==> src/hw/hsp_pkg.sv <==
// constants, types and helpers for the host serial port and event unit
package hsp_pkg;
  // clock and half-symbol tick timing
  localparam int CLK_PERIOD_NS = 100;
  localparam int HSYM_TICK_NS  = 8000;
  localparam int HSYM_TICK_CYC = HSYM_TICK_NS / CLK_PERIOD_NS;
  // short-space register indices (apb byte address is four times these)
  localparam logic [5:0] IDX_TXSTAT = 6'h24;
  localparam logic [5:0] IDX_TMR_LO = 6'h28;
  localparam logic [5:0] IDX_TMR_HI = 6'h29;
  localparam logic [5:0] IDX_STATUS = 6'h31;
  localparam logic [5:0] IDX_MASK   = 6'h32;
  localparam logic [5:0] IDX_CTRL   = 6'h3C;
  localparam logic [5:0] IDX_HDR    = 6'h3D;
  // reset values
  localparam logic [7:0] STATUS_RST = 8'h00;
  localparam logic [7:0] MASK_RST   = 8'hFF;
  // event bit positions, shared by status and mask
  localparam int BIT_SLEEP = 7;
  localparam int BIT_WAKE  = 6;
  localparam int BIT_TMR   = 5;
  localparam int BIT_SEC   = 4;
  localparam int BIT_RX    = 3;
  localparam int BIT_SLOT2 = 2;
  localparam int BIT_SLOT1 = 1;
  localparam int BIT_NORM  = 0;
  // fixed upper part of the two-wire slave address
  localparam logic [4:0] SLAVE_ADDR_HI = 5'h19;
  // four-wire access header layout
  localparam int SHORT_FLAG_BIT = 7;
  localparam int LONG_FLAG_BIT  = 11;
  localparam logic [9:0] LONG_FIRST = 10'h200;
  localparam logic [9:0] LONG_LAST  = 10'h27F;

  // two-wire slave states
  typedef enum logic [3:0] {
    I_IDLE, I_ADDR, I_ACK_A, I_REG, I_ACK_R, I_WDATA, I_ACK_W, I_RDATA, I_RACK, I_WAIT
  } i2c_state_e;

  // decode a four-wire header into {valid, address, long, read_write}
  function automatic logic [12:0] decode_hdr(input logic [11:0] hdr);
    logic [9:0] a;
    logic       v;
    a = 10'h000;
    v = 1'b0;
    if (hdr[LONG_FLAG_BIT]) begin
      a = hdr[10:1];
      v = (a >= LONG_FIRST) && (a <= LONG_LAST);
    end else begin
      a = {4'h0, hdr[6:1]};
      v = (hdr[10:8] == 3'h0) && !hdr[SHORT_FLAG_BIT];
    end
    return {v, a, hdr[LONG_FLAG_BIT], hdr[0]};
  endfunction
endpackage

==> src/hw/host_serial_port_and_irq.sv <==
// two-wire register slave, apb register slave, event flags and interrupt pin
module host_serial_port_and_irq
  import hsp_pkg::*;
#(
  parameter int TICK_CYCLES = HSYM_TICK_CYC  // clocks per half-symbol tick
) (
  input  wire logic        clk_i,
  input  wire logic        rst_n_i,
  input  wire logic        psel_i,
  input  wire logic        penable_i,
  input  wire logic        pwrite_i,
  input  wire logic [7:0]  paddr_i,
  input  wire logic [31:0] pwdata_i,
  output logic      [31:0] prdata_o,
  output logic             pready_o,
  output logic             pslverr_o,
  input  wire logic        scl_i,
  input  wire logic        sda_i,
  output logic             sda_o,
  output logic             sda_oe_o,
  input  wire logic        serial_clock_pin_i,
  input  wire logic        serial_enable_pin_i,
  input  wire logic        inactive_start_i,
  input  wire logic        wakeup_i,
  input  wire logic        rx_frame_i,
  input  wire logic        rx_secure_i,
  input  wire logic        rx_filter_pass_i,
  input  wire logic        slot2_done_i,
  input  wire logic        slot1_done_i,
  input  wire logic        normal_done_i,
  input  wire logic [4:0]  tx_result_i,
  output logic             irq_o
);

  ////////////////////////////////////////////////////////////////////////////
  // state

  typedef struct packed {
    i2c_state_e  st;        // two-wire slave phase
    logic [2:0]  scl_sy;    // three-stage synchroniser, clock line
    logic [2:0]  sda_sy;    // three-stage synchroniser, data line
    logic [2:0]  sck_sy;    // strap pin synchroniser
    logic [2:0]  sen_sy;    // strap pin synchroniser
    logic        scl_f;     // agreed clock level
    logic        sda_f;     // agreed data level
    logic        sck_f;     // agreed strap level
    logic        sen_f;     // agreed strap level
    logic [7:0]  sh;        // shift register
    logic [3:0]  cnt;       // bit count within a byte
    logic        rw;        // direction of current transfer
    logic [7:0]  ptr;       // register pointer
    logic        sda_oe;    // pull data line low
    logic        sda_out;   // open-drain value, always low
    logic [7:0]  status;    // sticky event flags
    logic [7:0]  mask;      // event mask, 1 blocks
    logic        pol;       // 1 interrupt active high
    logic [4:0]  txstat;    // transmit release outcome
    logic [15:0] hsym;      // half_symbol_down_counter
    logic [7:0]  hsym_lo;   // low byte held until high byte loads
    logic [15:0] tick;      // half-symbol divider
    logic [11:0] hdr;       // four-wire header under decode
    logic        pready;
    logic [31:0] prdata;
    logic        pslverr;
    logic        irq;
  } state_s;

  localparam state_s RESET = '{
    st: I_IDLE, scl_sy: 3'h7, sda_sy: 3'h7, sck_sy: 3'h0, sen_sy: 3'h0,
    scl_f: 1'b1, sda_f: 1'b1, sck_f: 1'b0, sen_f: 1'b0, sh: 8'h00,
    cnt: 4'h0, rw: 1'b0, ptr: 8'h00, sda_oe: 1'b0, sda_out: 1'b0,
    status: STATUS_RST, mask: MASK_RST, pol: 1'b0, txstat: 5'h00,
    hsym: 16'h0000, hsym_lo: 8'h00, tick: 16'h0000, hdr: 12'h000,
    pready: 1'b0, prdata: 32'h0000_0000, pslverr: 1'b0, irq: 1'b1
  };

  state_s s;          // registered state
  state_s n;          // next state
  logic [7:0] ev;     // event pulses this cycle
  logic       scl_rise;
  logic       scl_fall;
  logic       start_c;
  logic       stop_c;
  logic       tk;     // half-symbol tick
  logic       tmr_zero;
  logic       apb_done;
  logic       clr;    // status read this cycle
  logic       match;  // address byte matches
  logic [7:0] d;      // byte loaded for shifting out
  logic       nscl;
  logic       nsda;

  ////////////////////////////////////////////////////////////////////////////
  // helpers

  // register read view, shared by both hosts
  function automatic logic [7:0] reg_rd(input state_s x, input logic [5:0] idx);
    logic [12:0] h;
    h = decode_hdr(x.hdr);
    unique case (idx)
      IDX_TXSTAT: reg_rd = {3'h0, x.txstat};
      IDX_TMR_LO: reg_rd = x.hsym[7:0];
      IDX_TMR_HI: reg_rd = x.hsym[15:8];
      IDX_STATUS: reg_rd = x.status;
      IDX_MASK:   reg_rd = x.mask;
      IDX_CTRL:   reg_rd = {7'h00, x.pol};
      IDX_HDR:    reg_rd = h[7:0];
      default:    reg_rd = 8'h00;
    endcase
  endfunction

  // which indices answer on the apb side
  function automatic logic reg_known(input logic [5:0] idx);
    return idx inside {IDX_TXSTAT, IDX_TMR_LO, IDX_TMR_HI, IDX_STATUS,
                       IDX_MASK, IDX_CTRL, IDX_HDR};
  endfunction

  // write effect of one byte; status and tx status are read-only
  function automatic state_s reg_wr(input state_s x, input logic [5:0] idx,
                                    input logic [7:0] v);
    state_s y;
    y = x;
    unique case (idx)
      IDX_TMR_LO: y.hsym_lo = v;
      IDX_TMR_HI: y.hsym = {v, x.hsym_lo};
      IDX_MASK:   y.mask = v;
      IDX_CTRL:   y.pol = v[0];
      default:    y = x;
    endcase
    return y;
  endfunction

  ////////////////////////////////////////////////////////////////////////////
  // next-state logic

  // one process for all behaviour; the register stage below stores it
  always_comb begin
    n        = s;
    tk       = 1'b0;
    tmr_zero = 1'b0;
    clr      = 1'b0;
    d        = 8'h00;
    // first stage feeds only the second; levels count once stages 2 and 3 agree
    n.scl_sy = {s.scl_sy[1:0], scl_i};
    n.sda_sy = {s.sda_sy[1:0], sda_i};
    n.sck_sy = {s.sck_sy[1:0], serial_clock_pin_i};
    n.sen_sy = {s.sen_sy[1:0], serial_enable_pin_i};
    nscl     = (s.scl_sy[1] == s.scl_sy[2]) ? s.scl_sy[2] : s.scl_f;
    nsda     = (s.sda_sy[1] == s.sda_sy[2]) ? s.sda_sy[2] : s.sda_f;
    n.scl_f  = nscl;
    n.sda_f  = nsda;
    if (s.sck_sy[1] == s.sck_sy[2]) begin
      n.sck_f = s.sck_sy[2];
    end
    if (s.sen_sy[1] == s.sen_sy[2]) begin
      n.sen_f = s.sen_sy[2];
    end
    scl_rise = nscl & ~s.scl_f;
    scl_fall = ~nscl & s.scl_f;
    // data moving while clock stays high is a bus condition, never data
    start_c  = s.scl_f & nscl & s.sda_f & ~nsda;
    stop_c   = s.scl_f & nscl & ~s.sda_f & nsda;
    match    = (s.sh[7:3] == SLAVE_ADDR_HI) &&
               (s.sh[2] == s.sck_f) && (s.sh[1] == s.sen_f);

    // half-symbol divider and counter; stops at zero, no reload
    if (s.tick == 16'(TICK_CYCLES - 1)) begin
      n.tick = 16'h0000;
      tk     = 1'b1;
    end else begin
      n.tick = s.tick + 16'h0001;
    end
    if (tk && (s.hsym != 16'h0000)) begin
      n.hsym   = s.hsym - 16'h0001;
      tmr_zero = (s.hsym == 16'h0001);
    end

    // two-wire slave; stop and start override any phase
    if (stop_c) begin
      n.st     = I_IDLE;
      n.sda_oe = 1'b0;
    end else if (start_c) begin
      n.st     = I_ADDR;
      n.cnt    = 4'h0;
      n.sda_oe = 1'b0;
    end else begin
      unique case (s.st)
        I_IDLE, I_WAIT: begin
          n.sda_oe = 1'b0;  // ignore bus until next start
        end
        I_ADDR, I_REG, I_WDATA: begin
          if (scl_rise) begin
            n.sh  = {s.sh[6:0], nsda};
            n.cnt = 4'(s.cnt + 4'h1);
          end else if (scl_fall && (s.cnt == 4'h8)) begin
            n.cnt    = 4'h0;
            n.sda_oe = 1'b1;
            if (s.st == I_ADDR) begin
              n.rw = s.sh[0];
              n.st = match ? I_ACK_A : I_WAIT;
              n.sda_oe = match;
            end else if (s.st == I_REG) begin
              n.ptr = s.sh;
              n.st  = I_ACK_R;
            end else begin
              n.st = I_ACK_W;
              if (s.ptr[7:6] == 2'h0) begin
                n = reg_wr(n, s.ptr[5:0], s.sh);
              end
            end
          end
        end
        I_ACK_A: begin
          if (scl_fall) begin
            n.cnt = 4'h0;
            if (s.rw) begin
              // fetch byte and drive its first bit while clock is low
              d        = (s.ptr[7:6] == 2'h0) ? reg_rd(s, s.ptr[5:0]) : 8'h00;
              clr      = (s.ptr == {2'h0, IDX_STATUS});
              n.sh     = d;
              n.sda_oe = ~d[7];
              n.st     = I_RDATA;
            end else begin
              n.sda_oe = 1'b0;
              n.st     = I_REG;
            end
          end
        end
        I_ACK_R: begin
          if (scl_fall) begin
            n.sda_oe = 1'b0;  // a read continues via repeated start
            n.st     = I_WDATA;
          end
        end
        I_ACK_W: begin
          if (scl_fall) begin
            n.sda_oe = 1'b0;  // one byte per write, master stops
            n.st     = I_WAIT;
          end
        end
        I_RDATA: begin
          if (scl_rise) begin
            n.cnt = 4'(s.cnt + 4'h1);
          end else if (scl_fall) begin
            if (s.cnt == 4'h8) begin
              n.sda_oe = 1'b0;
              n.st     = I_RACK;
            end else begin
              n.sh     = {s.sh[6:0], 1'b0};
              n.sda_oe = ~s.sh[6];
            end
          end
        end
        I_RACK: begin
          if (scl_fall) begin
            n.st = I_WAIT;  // master gives no ack, then stops
          end
        end
      endcase
    end

    // apb slave: one wait state, answer registered
    apb_done  = psel_i & penable_i & s.pready;
    n.pready  = psel_i & penable_i & ~s.pready;
    n.pslverr = 1'b0;
    if (psel_i && penable_i && !s.pready) begin
      n.pslverr = ~reg_known(paddr_i[7:2]) | (paddr_i[1:0] != 2'h0);
      if (paddr_i[7:2] == IDX_HDR) begin
        n.prdata = {19'h00000, decode_hdr(s.hdr)};
      end else begin
        n.prdata = {24'h000000, reg_rd(s, paddr_i[7:2])};
      end
    end
    if (apb_done && !s.pslverr) begin
      if (pwrite_i) begin
        n = reg_wr(n, paddr_i[7:2], pwdata_i[7:0]);
        if (paddr_i[7:2] == IDX_HDR) begin
          n.hdr = pwdata_i[11:0];
        end
      end else if (paddr_i[7:2] == IDX_STATUS) begin
        clr = 1'b1;
      end
    end

    // transmit release outcome bits
    if (slot2_done_i) begin
      n.txstat[4] = tx_result_i[4];
      n.txstat[2] = tx_result_i[2];
    end
    if (slot1_done_i) begin
      n.txstat[3] = tx_result_i[3];
      n.txstat[1] = tx_result_i[1];
    end
    if (normal_done_i) begin
      n.txstat[0] = tx_result_i[0];
    end

    // event vector in status order; set beats a clearing read
    ev            = 8'h00;
    ev[BIT_SLEEP] = inactive_start_i;
    ev[BIT_WAKE]  = wakeup_i;
    ev[BIT_TMR]   = tmr_zero;
    ev[BIT_SEC]   = rx_frame_i & rx_secure_i;
    ev[BIT_RX]    = rx_frame_i & rx_filter_pass_i;
    ev[BIT_SLOT2] = slot2_done_i;
    ev[BIT_SLOT1] = slot1_done_i;
    ev[BIT_NORM]  = normal_done_i;
    n.status      = (clr ? STATUS_RST : s.status) | ev;

    // pin follows next flags so it goes inactive with the clearing read
    n.irq = n.pol ? |(n.status & ~n.mask) : ~|(n.status & ~n.mask);
  end

  ////////////////////////////////////////////////////////////////////////////
  // register stage and outputs

  // synchronous reset loads constants only
  always_ff @(posedge clk_i) begin
    if (!rst_n_i) begin
      s <= RESET;
    end else begin
      s <= n;
    end
  end

  assign prdata_o  = s.prdata;
  assign pready_o  = s.pready;
  assign pslverr_o = s.pslverr;
  assign sda_o     = s.sda_out;
  assign sda_oe_o  = s.sda_oe;
  assign irq_o     = s.irq;

  ////////////////////////////////////////////////////////////////////////////
  // assertions

  a_event_sets_flag: assert property (@(posedge clk_i) disable iff (!rst_n_i)
    (ev != 8'h00) |=> ((s.status & $past(ev)) == $past(ev)))
    else $error("event did not set its flag");
  a_irq_unmasked: assert property (@(posedge clk_i) disable iff (!rst_n_i)
    (|(s.status & ~s.mask)) |-> (irq_o == s.pol))
    else $error("unmasked flag without active interrupt");
  a_irq_masked_off: assert property (@(posedge clk_i) disable iff (!rst_n_i)
    ((s.status & ~s.mask) == 8'h00) |-> (irq_o == ~s.pol))
    else $error("interrupt active with no unmasked flag");
  a_status_read_clear: assert property (@(posedge clk_i) disable iff (!rst_n_i)
    (apb_done && !pwrite_i && !s.pslverr && paddr_i[7:2] == IDX_STATUS)
      |=> (s.status == $past(ev)))
    else $error("status read did not clear flags");
  a_ack_drives_low: assert property (@(posedge clk_i) disable iff (!rst_n_i)
    (s.st inside {I_ACK_A, I_ACK_R, I_ACK_W}) |-> (sda_oe_o && !sda_o))
    else $error("acknowledge not driven low");
  a_addr_mismatch: assert property (@(posedge clk_i) disable iff (!rst_n_i)
    (s.st == I_ADDR && scl_fall && s.cnt == 4'h8 && !match && !start_c && !stop_c)
      |=> (s.st == I_WAIT && !sda_oe_o))
    else $error("foreign address acknowledged");
  a_timer_hits_zero: assert property (@(posedge clk_i) disable iff (!rst_n_i)
    (tk && s.hsym == 16'h0001) |=> (s.status[BIT_TMR] && s.hsym != 16'h0001))
    else $error("timer reached zero without flag");
  a_timer_no_reload: assert property (@(posedge clk_i) disable iff (!rst_n_i)
    (s.hsym == 16'h0000 && !(apb_done && pwrite_i) && s.st != I_WDATA)
      |=> (s.hsym == 16'h0000))
    else $error("timer left zero by itself");
  a_sleep_flag: assert property (@(posedge clk_i) disable iff (!rst_n_i)
    inactive_start_i |=> s.status[BIT_SLEEP])
    else $error("sleep alert flag not raised");
  a_normal_result: assert property (@(posedge clk_i) disable iff (!rst_n_i)
    normal_done_i |=> (s.txstat[0] == $past(tx_result_i[0]) && s.status[BIT_NORM]))
    else $error("normal release outcome not stored");
  a_apb_one_wait: assert property (@(posedge clk_i) disable iff (!rst_n_i)
    (psel_i && penable_i && !pready_o) |=> pready_o)
    else $error("apb answer late");
endmodule // host_serial_port_and_irq

==> config.mk <==
export PLATFORM = sky130hd
export DESIGN_NAME = host_serial_port_and_irq
export DESIGN_NICKNAME = d
export VERILOG_FILES = /design/src/hw/hsp_pkg.sv /design/src/hw/host_serial_port_and_irq.sv
export SDC_FILE = /design/constraint.sdc
export NUM_CORES = 1
export LEC_CHECK = 0
export BUFFER_PORTS_ARGS = -buffer_cell sky130_fd_sc_hd__buf_4
export CORE_UTILIZATION = 55
export DETAILED_ROUTE_END_ITERATION = 16
export GPL_ROUTABILITY_DRIVEN = 1
export PLACE_DENSITY = 0.84
export SLEW_MARGIN = 25
export SYNTH_ARGS = -nofsm -noshare
export SYNTH_HDL_FRONTEND = slang
export SYNTH_SLANG_ARGS = --single-unit
==> constraint.sdc <==
create_clock -name clk_i -period 3.4 [get_ports clk_i]
set_clock_uncertainty 0.1 [all_clocks]
set_input_delay 0.68 -clock clk_i [delete_from_list [all_inputs] [get_ports clk_i]]
set_output_delay 0.68 -clock clk_i [all_outputs]
set_load 0.02 [all_outputs]
==> results.toml, run 1 <==
[setup_path]
path_delay_family = "simple AND/OR/NAND/NOR gates"
cp_num_buf_inv = 0
slowest_stage = "nor3_2"
crit_path_end_kind = "flip-flop"
path_max_fanout = 15
max_stage_delay_ps = 690
crit_top_cell = "a211oi_1"
start_kind = "flip-flop"
crit_required_ps = 3600
crit_type = "flip-flop to flip-flop"
crit_arrival_ps = 3000
crit_path_cell_trace = "and4bb_2 -> nand4_1 -> nor3_2 -> nor2_1 -> a211oi_1 -> a211oi_1"

[timing]
slew_viol_final = 0
worstMarginPinSlew_ps = 718
tns_ps = 0
min_period_ps = 2810
fmax_ghz = 0.356
report.final.setup_viol = 0
final-hold-violation-count = 0
min_period_over_period_pct = 82.6
slew_headroom_pct = 52.0
rsz0062_at_grt = "false"

[cells_and_area]
drive_gt1_share_pct = 15.1
multiInputGateArea_sq_um = 4010
syn_to_final_growth_pct = 14.0
seqCellArea_sq_um = 2640
nets = 937
antenna_cells = 0
num-fill-cells = 1060

[pwr]
p_leak_uw = 0.00285
clkPwrFrac_pct = 51.8
swShare_pct = 22.7
switching_power_uw = 842
total_power_uw = 3710
p_per_area_nw_per_um2 = 460
comb_power_share_pct = 5.3
max-vdd-ir-drop_mv = 0.363
internal_power_uw = 2870
p_seq_share_pct = 42.9

[clock_network]
path_clk_slew_ps = 60
cts_setup_buffers = 0
cts_hold_buf = 0
clock_sinks = 132
cts_inserted_buffers = 17
cts-htree-levels = 4
clock_path_buffers = 2
cts_resized = 0
root_buffer = "clkbuf_16"
cts_tree = "built"
insertion_delay_ps = 430

[floorplanning]
die_height_um = 115
start_util_pct = 56.2
fp.dieW_um = 115
die-area_sq_um = 13300
rows = 41
ios = 99
coreArea_sq_um = 12600

[yosys]
synthFlopType = "dfxtp_1"
async_flop_share_pct = 0
synth_seq_cells = 132
syn-cell-area_sq_um = 7070
ys_types = 88
synth_edf_count = 0
ys_warn_count = 0
ys_seq_area_share_pct = 37.4
syn_inst = 837
syn_avg_cell_area_sq_um = 8.44

[global_routing]
grt_pass1_vias = 6080
grt_pass1_wl_um = 30900
grt_usage_pct = 30.3
grt-ovfl-total = 0
antenna_found_initial = 0
grt_max_degree = 37

[outcome]
status = "finished clean"

[route]
ant_nets = 0
wirelength_um = 19500
num_vias = 6721
wl_per_cell_um = 18.5
drc = 0
dr.first_iter.drc_count = 811
avgViaCountPerCell = 6.38
firstDrtPassIters = 8

[hold_path]
hold_class = "flip-flop to flip-flop"

[job]
drv_cap = 0

[placed_design]
io_buffers = 58
place.gp.congestion = 0.947
dpl.hpwl_um = 13200
-- power by group through the flow --
| stage | clock [uW] | sequential, uW | combinational, uW |
|---|---|---|---|
| 2_1_floorplan | 0 | 1620 | 129 |
| 3_3_place_gp | 0 | 1620 | 190 |
| 3_5_place_dp | 0 | 1630 | 193 |
| 4_1_cts | 1930 | 1590 | 194 |
| 5_1_grt | 2000 | 1590 | 211 |
| 6_report | 1920 | 1590 | 195 |
-- state kept, by name (all words and copies together), names as in the netlist --
| signal | flops |
|---|---|
| prdata_o | 13 |
| irq_o | 1 |
| sda_oe_o | 1 |
| s | 115 |
| pslverr_o | 1 |
| pready_o | 1 |
-- cells by family after synthesis --
logic type	after synthesis	share of synthesized area [%]
and+or+nand+nor	326	25.4
AOI/OAI and AO/OA	227	21.7
DFF	132	37.4
buffers and inverters	88	6.82
xor gates and xnor gates	31	3.84
muxes	25	3.56
adders and majority gates	7	1.20
other	1	0.0531
-- cell usage after synthesis (3+ instances only) --
cell type,instances,area [sq um]
inv_1,10,37.5
nor4_2,5,62.6
o211ai_1,4,30.0
or2_2,3,18.8
mux2i_1,24,240
xor2_1,5,43.8
a221oi_1,12,105
xnor2_1,26,228
and2_1,14,87.6
a222oi_1,12,120
nor2b_1,5,31.3
a21oi_1,78,390
a22o_1,4,35.0
ha_1,6,75.1
o21a_1,4,30.0
buf_4,36,270
o2111ai_1,4,35.0
and3_1,16,100
a31oi_1,7,43.8
nand2b_1,18,113
o22ai_1,11,68.8
nor4_1,7,43.8
o211a_1,3,30.0
or4_4,4,45.0
nand3_1,26,130
buf_2,7,35.0
a211oi_1,16,120
nand2_1,77,289
dfxtp_1,132,2640
nor2_1,85,319
or3_1,4,25.0
clkbuf_1,33,124
o21ai_0,27,135
nor3_1,15,75.1
a311oi_1,4,35.0
nand4_1,11,68.8
and4_1,3,26.3
nand3b_1,5,37.5
o221ai_1,7,61.3
a22oi_1,9,67.6
-- per-layer routing --
| metal | track usage, % | up-vias | share of wire (%) |
|---|---|---|---|
| li1 | - | 3105 | - |
| met1 | 39.1 | 3149 | 40 |
| met2 | 46.1 | 382 | 45 |
| met3 | 5.80 | 85 | 9.5 |
| met4 | 20.3 | 0 | 5.1 |
| met5 | 0 | - | 0 |
-- final timing paths --
check             startpoint  endpoint  slack, ps  cells after the start
setup / recovery      s[148]     s[71]        590                      6
hold / removal        s[145]    s[146]        290                      1
setup reg to reg      s[148]     s[71]        590                      6
hold reg to reg       s[145]    s[146]        290                      1
-- placed cells by master, fill, tap and decap left out, types with 6 or more instances in the layout --
cell,instances
a211oi_1,16
a21oi_1,78
a221oi_1,12
a222oi_1,12
a22oi_1,9
a31oi_1,7
and2_1,14
and3_1,16
buf_4,71
clkbuf_16,17
conb_1,20
dfxtp_1,132
ha_1,6
inv_1,10
mux2i_1,24
nand2_1,77
nand2b_1,18
nand3_1,26
nand4_1,11
nor2_1,85
nor3_1,15
nor4_1,7
o21ai_0,27
o221ai_1,7
o22ai_1,11
xnor2_1,26
-- through the flow --
stage                     instances  setup slack, ps  utilization, %  hold WS [ps]  area [sq um]
final                          1053              592            64.1           292          8060
after detailed placement       1022              656            59.2           292          7450
after global routing           1053              458            64.1           305          8060
after floorplan                 856             1010               -           286          7140
after global placement         1022              663            59.2           288          7450
after CTS                      1053              689            64.1           295          8060
-- area by class of cell --
type,instances,area share [%]
Multi-Input combinational cell,636,49.8
Sequential cell,132,32.8
Timing Repair Buffer,71,6.61
Clock buffer,18,5.33
Tap cell,172,2.67
Clock inverter,13,2.27
Inverter,11,0.512
Note: power is estimated with default switching activity, not from simulation.
==> run 2, diff against run 1 <==
Settings changed: ABC_AREA set to 1.
Clock period 3.4 ns to 2.7 ns, I/O delays scaled along.
==> run 2 against run 1 <==
Sequential share of layout area shrank 1.8 points. Count of clock-buffer cells in the layout increased by 2. Largest power group unchanged. Hold slack got worse by 98 ps. Non-clock buffer count rose by 9. Largest cell class unchanged. Core utilization grew 2.5 points. Sequential cell count did not move. Register-to-register slack worse by 310 ps. Final area increased by 6.0%. Final cell count increased by 27%. First-iteration DRC count up 21%.
==> results.toml, run 2 <==
[outcome]
status = "finished clean"

[yosys]
synthFlopType = "dfxtp_1"
yosys-top-cells-count = "195 x nand2_1, 146 x inv_1, 132 x dfxtp_1"
synth_top_area_share_pct = 35.9
syn-cell-area_sq_um = 7350
async_flop_share_pct = 0
synthTopCellsByArea = "dfxtp_1 36%, nand2_1 10%, inv_1 7.5%, a21oi_1 6.1%, o21ai_0 6.1%"
yosys.area.top_type = "dfxtp_1"
yosysMostFrequentCell = "nand2_1"
synth_edf_count = 0
syn_inst = 1092
ys_seq_area_share_pct = 35.9
synth_seq_cells = 132
ys_types = 46
syn_avg_cell_area_sq_um = 6.73
ys_warn_count = 0

[timing]
slew_headroom_pct = 63.6
tns_ps = 0
final-hold-violation-count = 0
layout_setup_ws_ps = 285
worstMarginPinSlew_ps = 541
report.final.setup_viol = 0
slew_viol_final = 0
min_period_ps = 2410
fmax_ghz = 0.414
min_period_over_period_pct = 89.4
rsz0062_at_grt = "false"

[cells_and_area]
final_cell_mix = "195 x nand2_1, 146 x inv_1, 132 x dfxtp_1"
max_flop_register = "s"
nets = 1218
drive_gt1_share_pct = 13.5
num-fill-cells = 1168
antenna_cells = 0
finalNonFillerCells = 1335
layout_commonest_cell = "nand2_1"
syn_to_final_growth_pct = 16.1
largest_register_ff_count = 115
final_area_sq_um = 8540

[placed_design]
place.gp.congestion = 1.02
dpl.hpwl_um = 15900
io_buffers = 58
pre_cts_ws_ps = 409
place_area_sq_um = 7880
dpl.cell_count = 1303

[pwr]
p_seq_share_pct = 37.8
max-vdd-ir-drop_mv = 0.678
clkPwrFrac_pct = 46.2
total_power_uw = 5560
swShare_pct = 27.9
p_leak_uw = 0.00394
p_per_area_nw_per_um2 = 651
comb_power_share_pct = 16.0
switching_power_uw = 1550
internal_power_uw = 4010

[floorplanning]
coreArea_sq_um = 12800
rows = 41
fp.dieW_um = 118
ios = 99
die-area_sq_um = 13800
start_util_pct = 57.3
die_height_um = 118

[clock_network]
path_clk_slew_ps = 60
insertion_delay_ps = 430
clock_path_buffers = 2
root_buffer = "clkbuf_16"
cts_setup_buffers = 0
cts-htree-levels = 4
cts_resized = 0
cts_inserted_buffers = 17
clock_sinks = 132
cts_tree = "built"
cts_hold_buf = 0

[setup_path]
crit_top_cell = "nand2_1"
crit_path_end_kind = "flip-flop"
path_delay_family = "simple AND/OR/NAND/NOR gates"
crit_arrival_ps = 2650
crit_path_cell_trace = "nor2_1 -> nand3_1 -> inv_2 -> nand3_1 -> nand2_1 -> buf_4 -> o21ai_0 -> nand2_1 -> nand2_1 -> nor2_2 -> nand3_1 -> nand2_1 -> inv_1"
path_max_fanout = 6
start_kind = "flip-flop"
ff2ff_setup_slack_ps = 290
slowest_stage = "dfxtp_1"
path_depth = 13
crit_required_ps = 2930
max_stage_delay_ps = 340
reg2regPathDepth = 13
crit_type = "flip-flop to flip-flop"
cp_num_buf_inv = 3

[global_routing]
grt_max_degree = 42
grt_use_met3_pct = 8.33
grt_pass1_wl_um = 35100
antenna_found_initial = 0
met2_usage_pct = 50.4
grt_busiest_layer = "met2"
grt-ovfl-total = 0
grt.met1_usage_pct = 40.5
grt_pass1_vias = 7108
grt_usage_pct = 32.3

[hold_path]
hold_class = "input pin to flip-flop"
worstHoldPathCells = 3

[route]
drc = 0
wirelength_um = 22000
ant_nets = 0
avgViaCountPerCell = 5.72
firstDrtPassIters = 7
wl_per_cell_um = 16.5
dr.first_iter.drc_count = 981
num_vias = 7633

[job]
drv_cap = 0
-- run 2: layout make-up --
class                      instances  area, sq um  area share (%)
clock buffer                      20          457            5.35
timing repair buffer              80          601            7.03
clock inverter                    12          203            2.37
inverter                         159          597            6.99
sequential                       132         2640            30.9
multi-input combinational        760         3820            44.8
tap                              172          215            2.52
-- run 2: power groups by stage --
stage / Sequential [uW] / Combinational (uW) / Clock, uW
3_3_place_gp: 2140 / 853 / 0
2_1_floorplan: 2120 / 674 / 0
4_1_cts: 2100 / 878 / 2580
6_report: 2100 / 890 / 2570
5_1_grt: 2110 / 993 / 2670
3_5_place_dp: 2140 / 868 / 0
-- run 2: path summary, 6_finish.rpt --
path / start / to
hold / removal: serial_clock_pin_i / s[139]
hold reg to reg: s[139] / s[140]
setup / recovery: s[113] / irq_o
setup reg to reg: s[113] / irq_o
-- run 2: cell families (layout without fill, tap and decap cells) --
kind of cell               Yosys count  after routing  share of synthesized area, %
adders and majority gates            6              6                          1.02
xor gates and xnor gates            16             16                          1.91
AOI/OAI and AO/OA                  265            265                          20.1
other                                1             20                        0.0510
buffers and inverters              219            271                          13.0
and+or+nand+nor                    453            453                          28.0
DFF                                132            132                          35.9
-- run 2: per-layer routing --
| layer | vias to the layer above | wire, um |
|---|---|---|
| met4 | 0 | 952 |
| met1 | 3454 | 8950 |
| met2 | 414 | 9840 |
| met3 | 81 | 2270 |
| met5 | - | 0 |
| li1 | 3684 | - |
-- run 2: metrics by stage --
step / util [%] / hold WS [ps]
floorplan: - / 290
global placement: 61.4 / 294
detailed placement: 61.4 / 298
CTS: 66.6 / 186
global route: 66.6 / 185
finish: 66.6 / 194
-- run 2: worst reg2reg max path, cell delays in order (launching register included) --
cell	delay, ps
dfxtp_1	340
nor2_1	220
nand3_1	270
inv_2	210
nand3_1	190
nand2_1	150
buf_4	160
o21ai_0	150
nand2_1	130
nand2_1	70
nor2_2	130
nand3_1	90
nand2_1	80
inv_1	30
==> run 3, diff against run 2 <==
Settings changed: BUFFER_PORTS_ARGS -buffer_cell sky130_fd_sc_hd__buf_4 to -buffer_cell sky130_fd_sc_hd__buf_2, CAP_MARGIN set to 30.
==> run 3 against run 2 <==
Via count barely moved. Register-to-register slack better by 50 ps. Fmax is 2.2% higher. Final cell count is essentially flat. Critical path depth decreased by 3. Power is 3.0% lower.
==> results.toml, run 3 (synthesized netlist as in run 2, its figures left out) <==
[placed_design]
dpl.hpwl_um = 15800
place.gp.congestion = 1.03
io_buffers = 58
dpl.cell_count = 1302

[timing]
slew_headroom_pct = 52.4
report.final.setup_viol = 0
rsz0062_at_grt = "false"
worstMarginPinSlew_ps = 714
tns_ps = 0
min_period_ps = 2360
final-hold-violation-count = 0
slew_viol_final = 0
min_period_over_period_pct = 87.5
fmax_ghz = 0.423

[clock_network]
root_buffer = "clkbuf_16"
cts-htree-levels = 4
clock_sinks = 132
path_clk_slew_ps = 60
cts_tree = "built"
cts_hold_buf = 0
cts_setup_buffers = 0
clock_path_buffers = 2
insertion_delay_ps = 430
cts_resized = 0
cts_inserted_buffers = 17

[route]
ant_nets = 0
wl_per_cell_um = 16.4
avgViaCountPerCell = 5.72
drc = 0
dr.first_iter.drc_count = 754
firstDrtPassIters = 5
wirelength_um = 21800
num_vias = 7634

[cells_and_area]
finalNonFillerCells = 1334
seqCellArea_sq_um = 2640
syn_to_final_growth_pct = 13.5
largest_register_ff_count = 115
num-fill-cells = 1147
final_cell_mix = "195 x nand2_1, 146 x inv_1, 132 x dfxtp_1"
nets = 1217
layout_commonest_cell = "nand2_1"
multiInputGateArea_sq_um = 3820
antenna_cells = 0
max_flop_register = "s"
drive_gt1_share_pct = 13.3

[setup_path]
rr_endpoint = "s[71]"
crit_path_cell_trace = "inv_1 -> ha_1 -> nand3_1 -> nor2_2 -> nand2_2 -> inv_1 -> nand3_2 -> o21ai_0 -> o21ai_0 -> a31oi_1"
critPathCapture = "s[71]"
slowest_stage = "o21ai_0"
path_max_fanout = 16
start_kind = "flip-flop"
crit-reg2reg-launch = "s[120]"
ff2ff_setup_slack_ps = 340
worstSetupStartpoint = "s[120]"
max_stage_delay_ps = 370
cp_num_buf_inv = 2
path_depth = 10
reg2regPathDepth = 10
crit_path_end_kind = "flip-flop"
crit_type = "flip-flop to flip-flop"
crit_required_ps = 2960
path_delay_family = "simple AND/OR/NAND/NOR gates"
crit_arrival_ps = 2620

[global_routing]
grt_max_degree = 75
grt-ovfl-total = 0
antenna_found_initial = 0
grt_pass1_wl_um = 34700
grt_usage_pct = 31.9
grt_pass1_vias = 6967

[hold_path]
hold_class = "input pin to flip-flop"
min-delay-start = "serial_clock_pin_i"

[pwr]
p_leak_uw = 0.00388
switching_power_uw = 1530
p_per_area_nw_per_um2 = 646
p_seq_share_pct = 38.9
total_power_uw = 5390
internal_power_uw = 3870
max-vdd-ir-drop_mv = 0.626
clkPwrFrac_pct = 45.1
comb_power_share_pct = 16.0
swShare_pct = 28.3

[floorplanning]
rows = 41
coreArea_sq_um = 12800
start_util_pct = 57.3
die-area_sq_um = 13800
die_height_um = 118
ios = 99
fp.dieW_um = 118

[job]
drv_cap = 0

[outcome]
status = "finished clean"
run 3: changes by cell type in the layout (fill, tap and decap cells not counted), sizes merged:
cell    delta
clkbuf     +4
buf        -1
bufinv     -2
clkinv     -2
run 3: area by class of cell:
type | count | share of cell area [%]
tap | 172 | 2.58
timing repair buffer | 79 | 5.36
clock inverter | 8 | 1.45
sequential | 132 | 31.6
clock buffer | 24 | 6.01
multi-input combinational | 760 | 45.8
inverter | 159 | 7.15
run 3: how the worst min path moves through the flow:
stage | to | slack (ps) | depth (start not counted)
6_report | s[139] | 190 | 3
5_1_grt | s[142] | 190 | 2
4_1_cts | s[139] | 180 | 3
3_5_place_dp | s[137] | 300 | 2
3_3_place_gp | s[137] | 290 | 2
2_1_floorplan | s[137] | 290 | 2
run 3: power by group through the flow:
stage / sequential [uW] / clock (uW) / combinational, uW
2_1_floorplan: 2120 / 0 / 674
3_3_place_gp: 2130 / 0 / 828
3_5_place_dp: 2140 / 0 / 842
4_1_cts: 2090 / 2450 / 851
5_1_grt: 2100 / 2550 / 962
6_report: 2100 / 2430 / 864
run 3: worst min-delay path: cells and delay by family:
family | cells | cell delay (ps)
buf+inv | 2 | 110
simple gates | 1 | 40
run 3: through the flow:
step	utilization [%]	hold WS [ps]	cell area, sq um	setup slack [ps]
after detailed placement	60.3	297	7730	433
after floorplan	-	290	7430	658
after global placement	60.3	293	7730	440
after CTS	65.1	183	8350	368
after global routing	65.1	191	8350	101
final	65.1	191	8350	338
run 3: routing by layer:
layer | vias up | part of all wire (%) | wire length, um | track usage (%)
li1 | 3683 | - | - | -
met1 | 3455 | 41 | 8920 | 40.4
met2 | 420 | 44 | 9640 | 49.0
met3 | 76 | 10 | 2220 | 7.70
met4 | 0 | 4.8 | 1060 | 19.5
met5 | - | 0 | 0 | 0
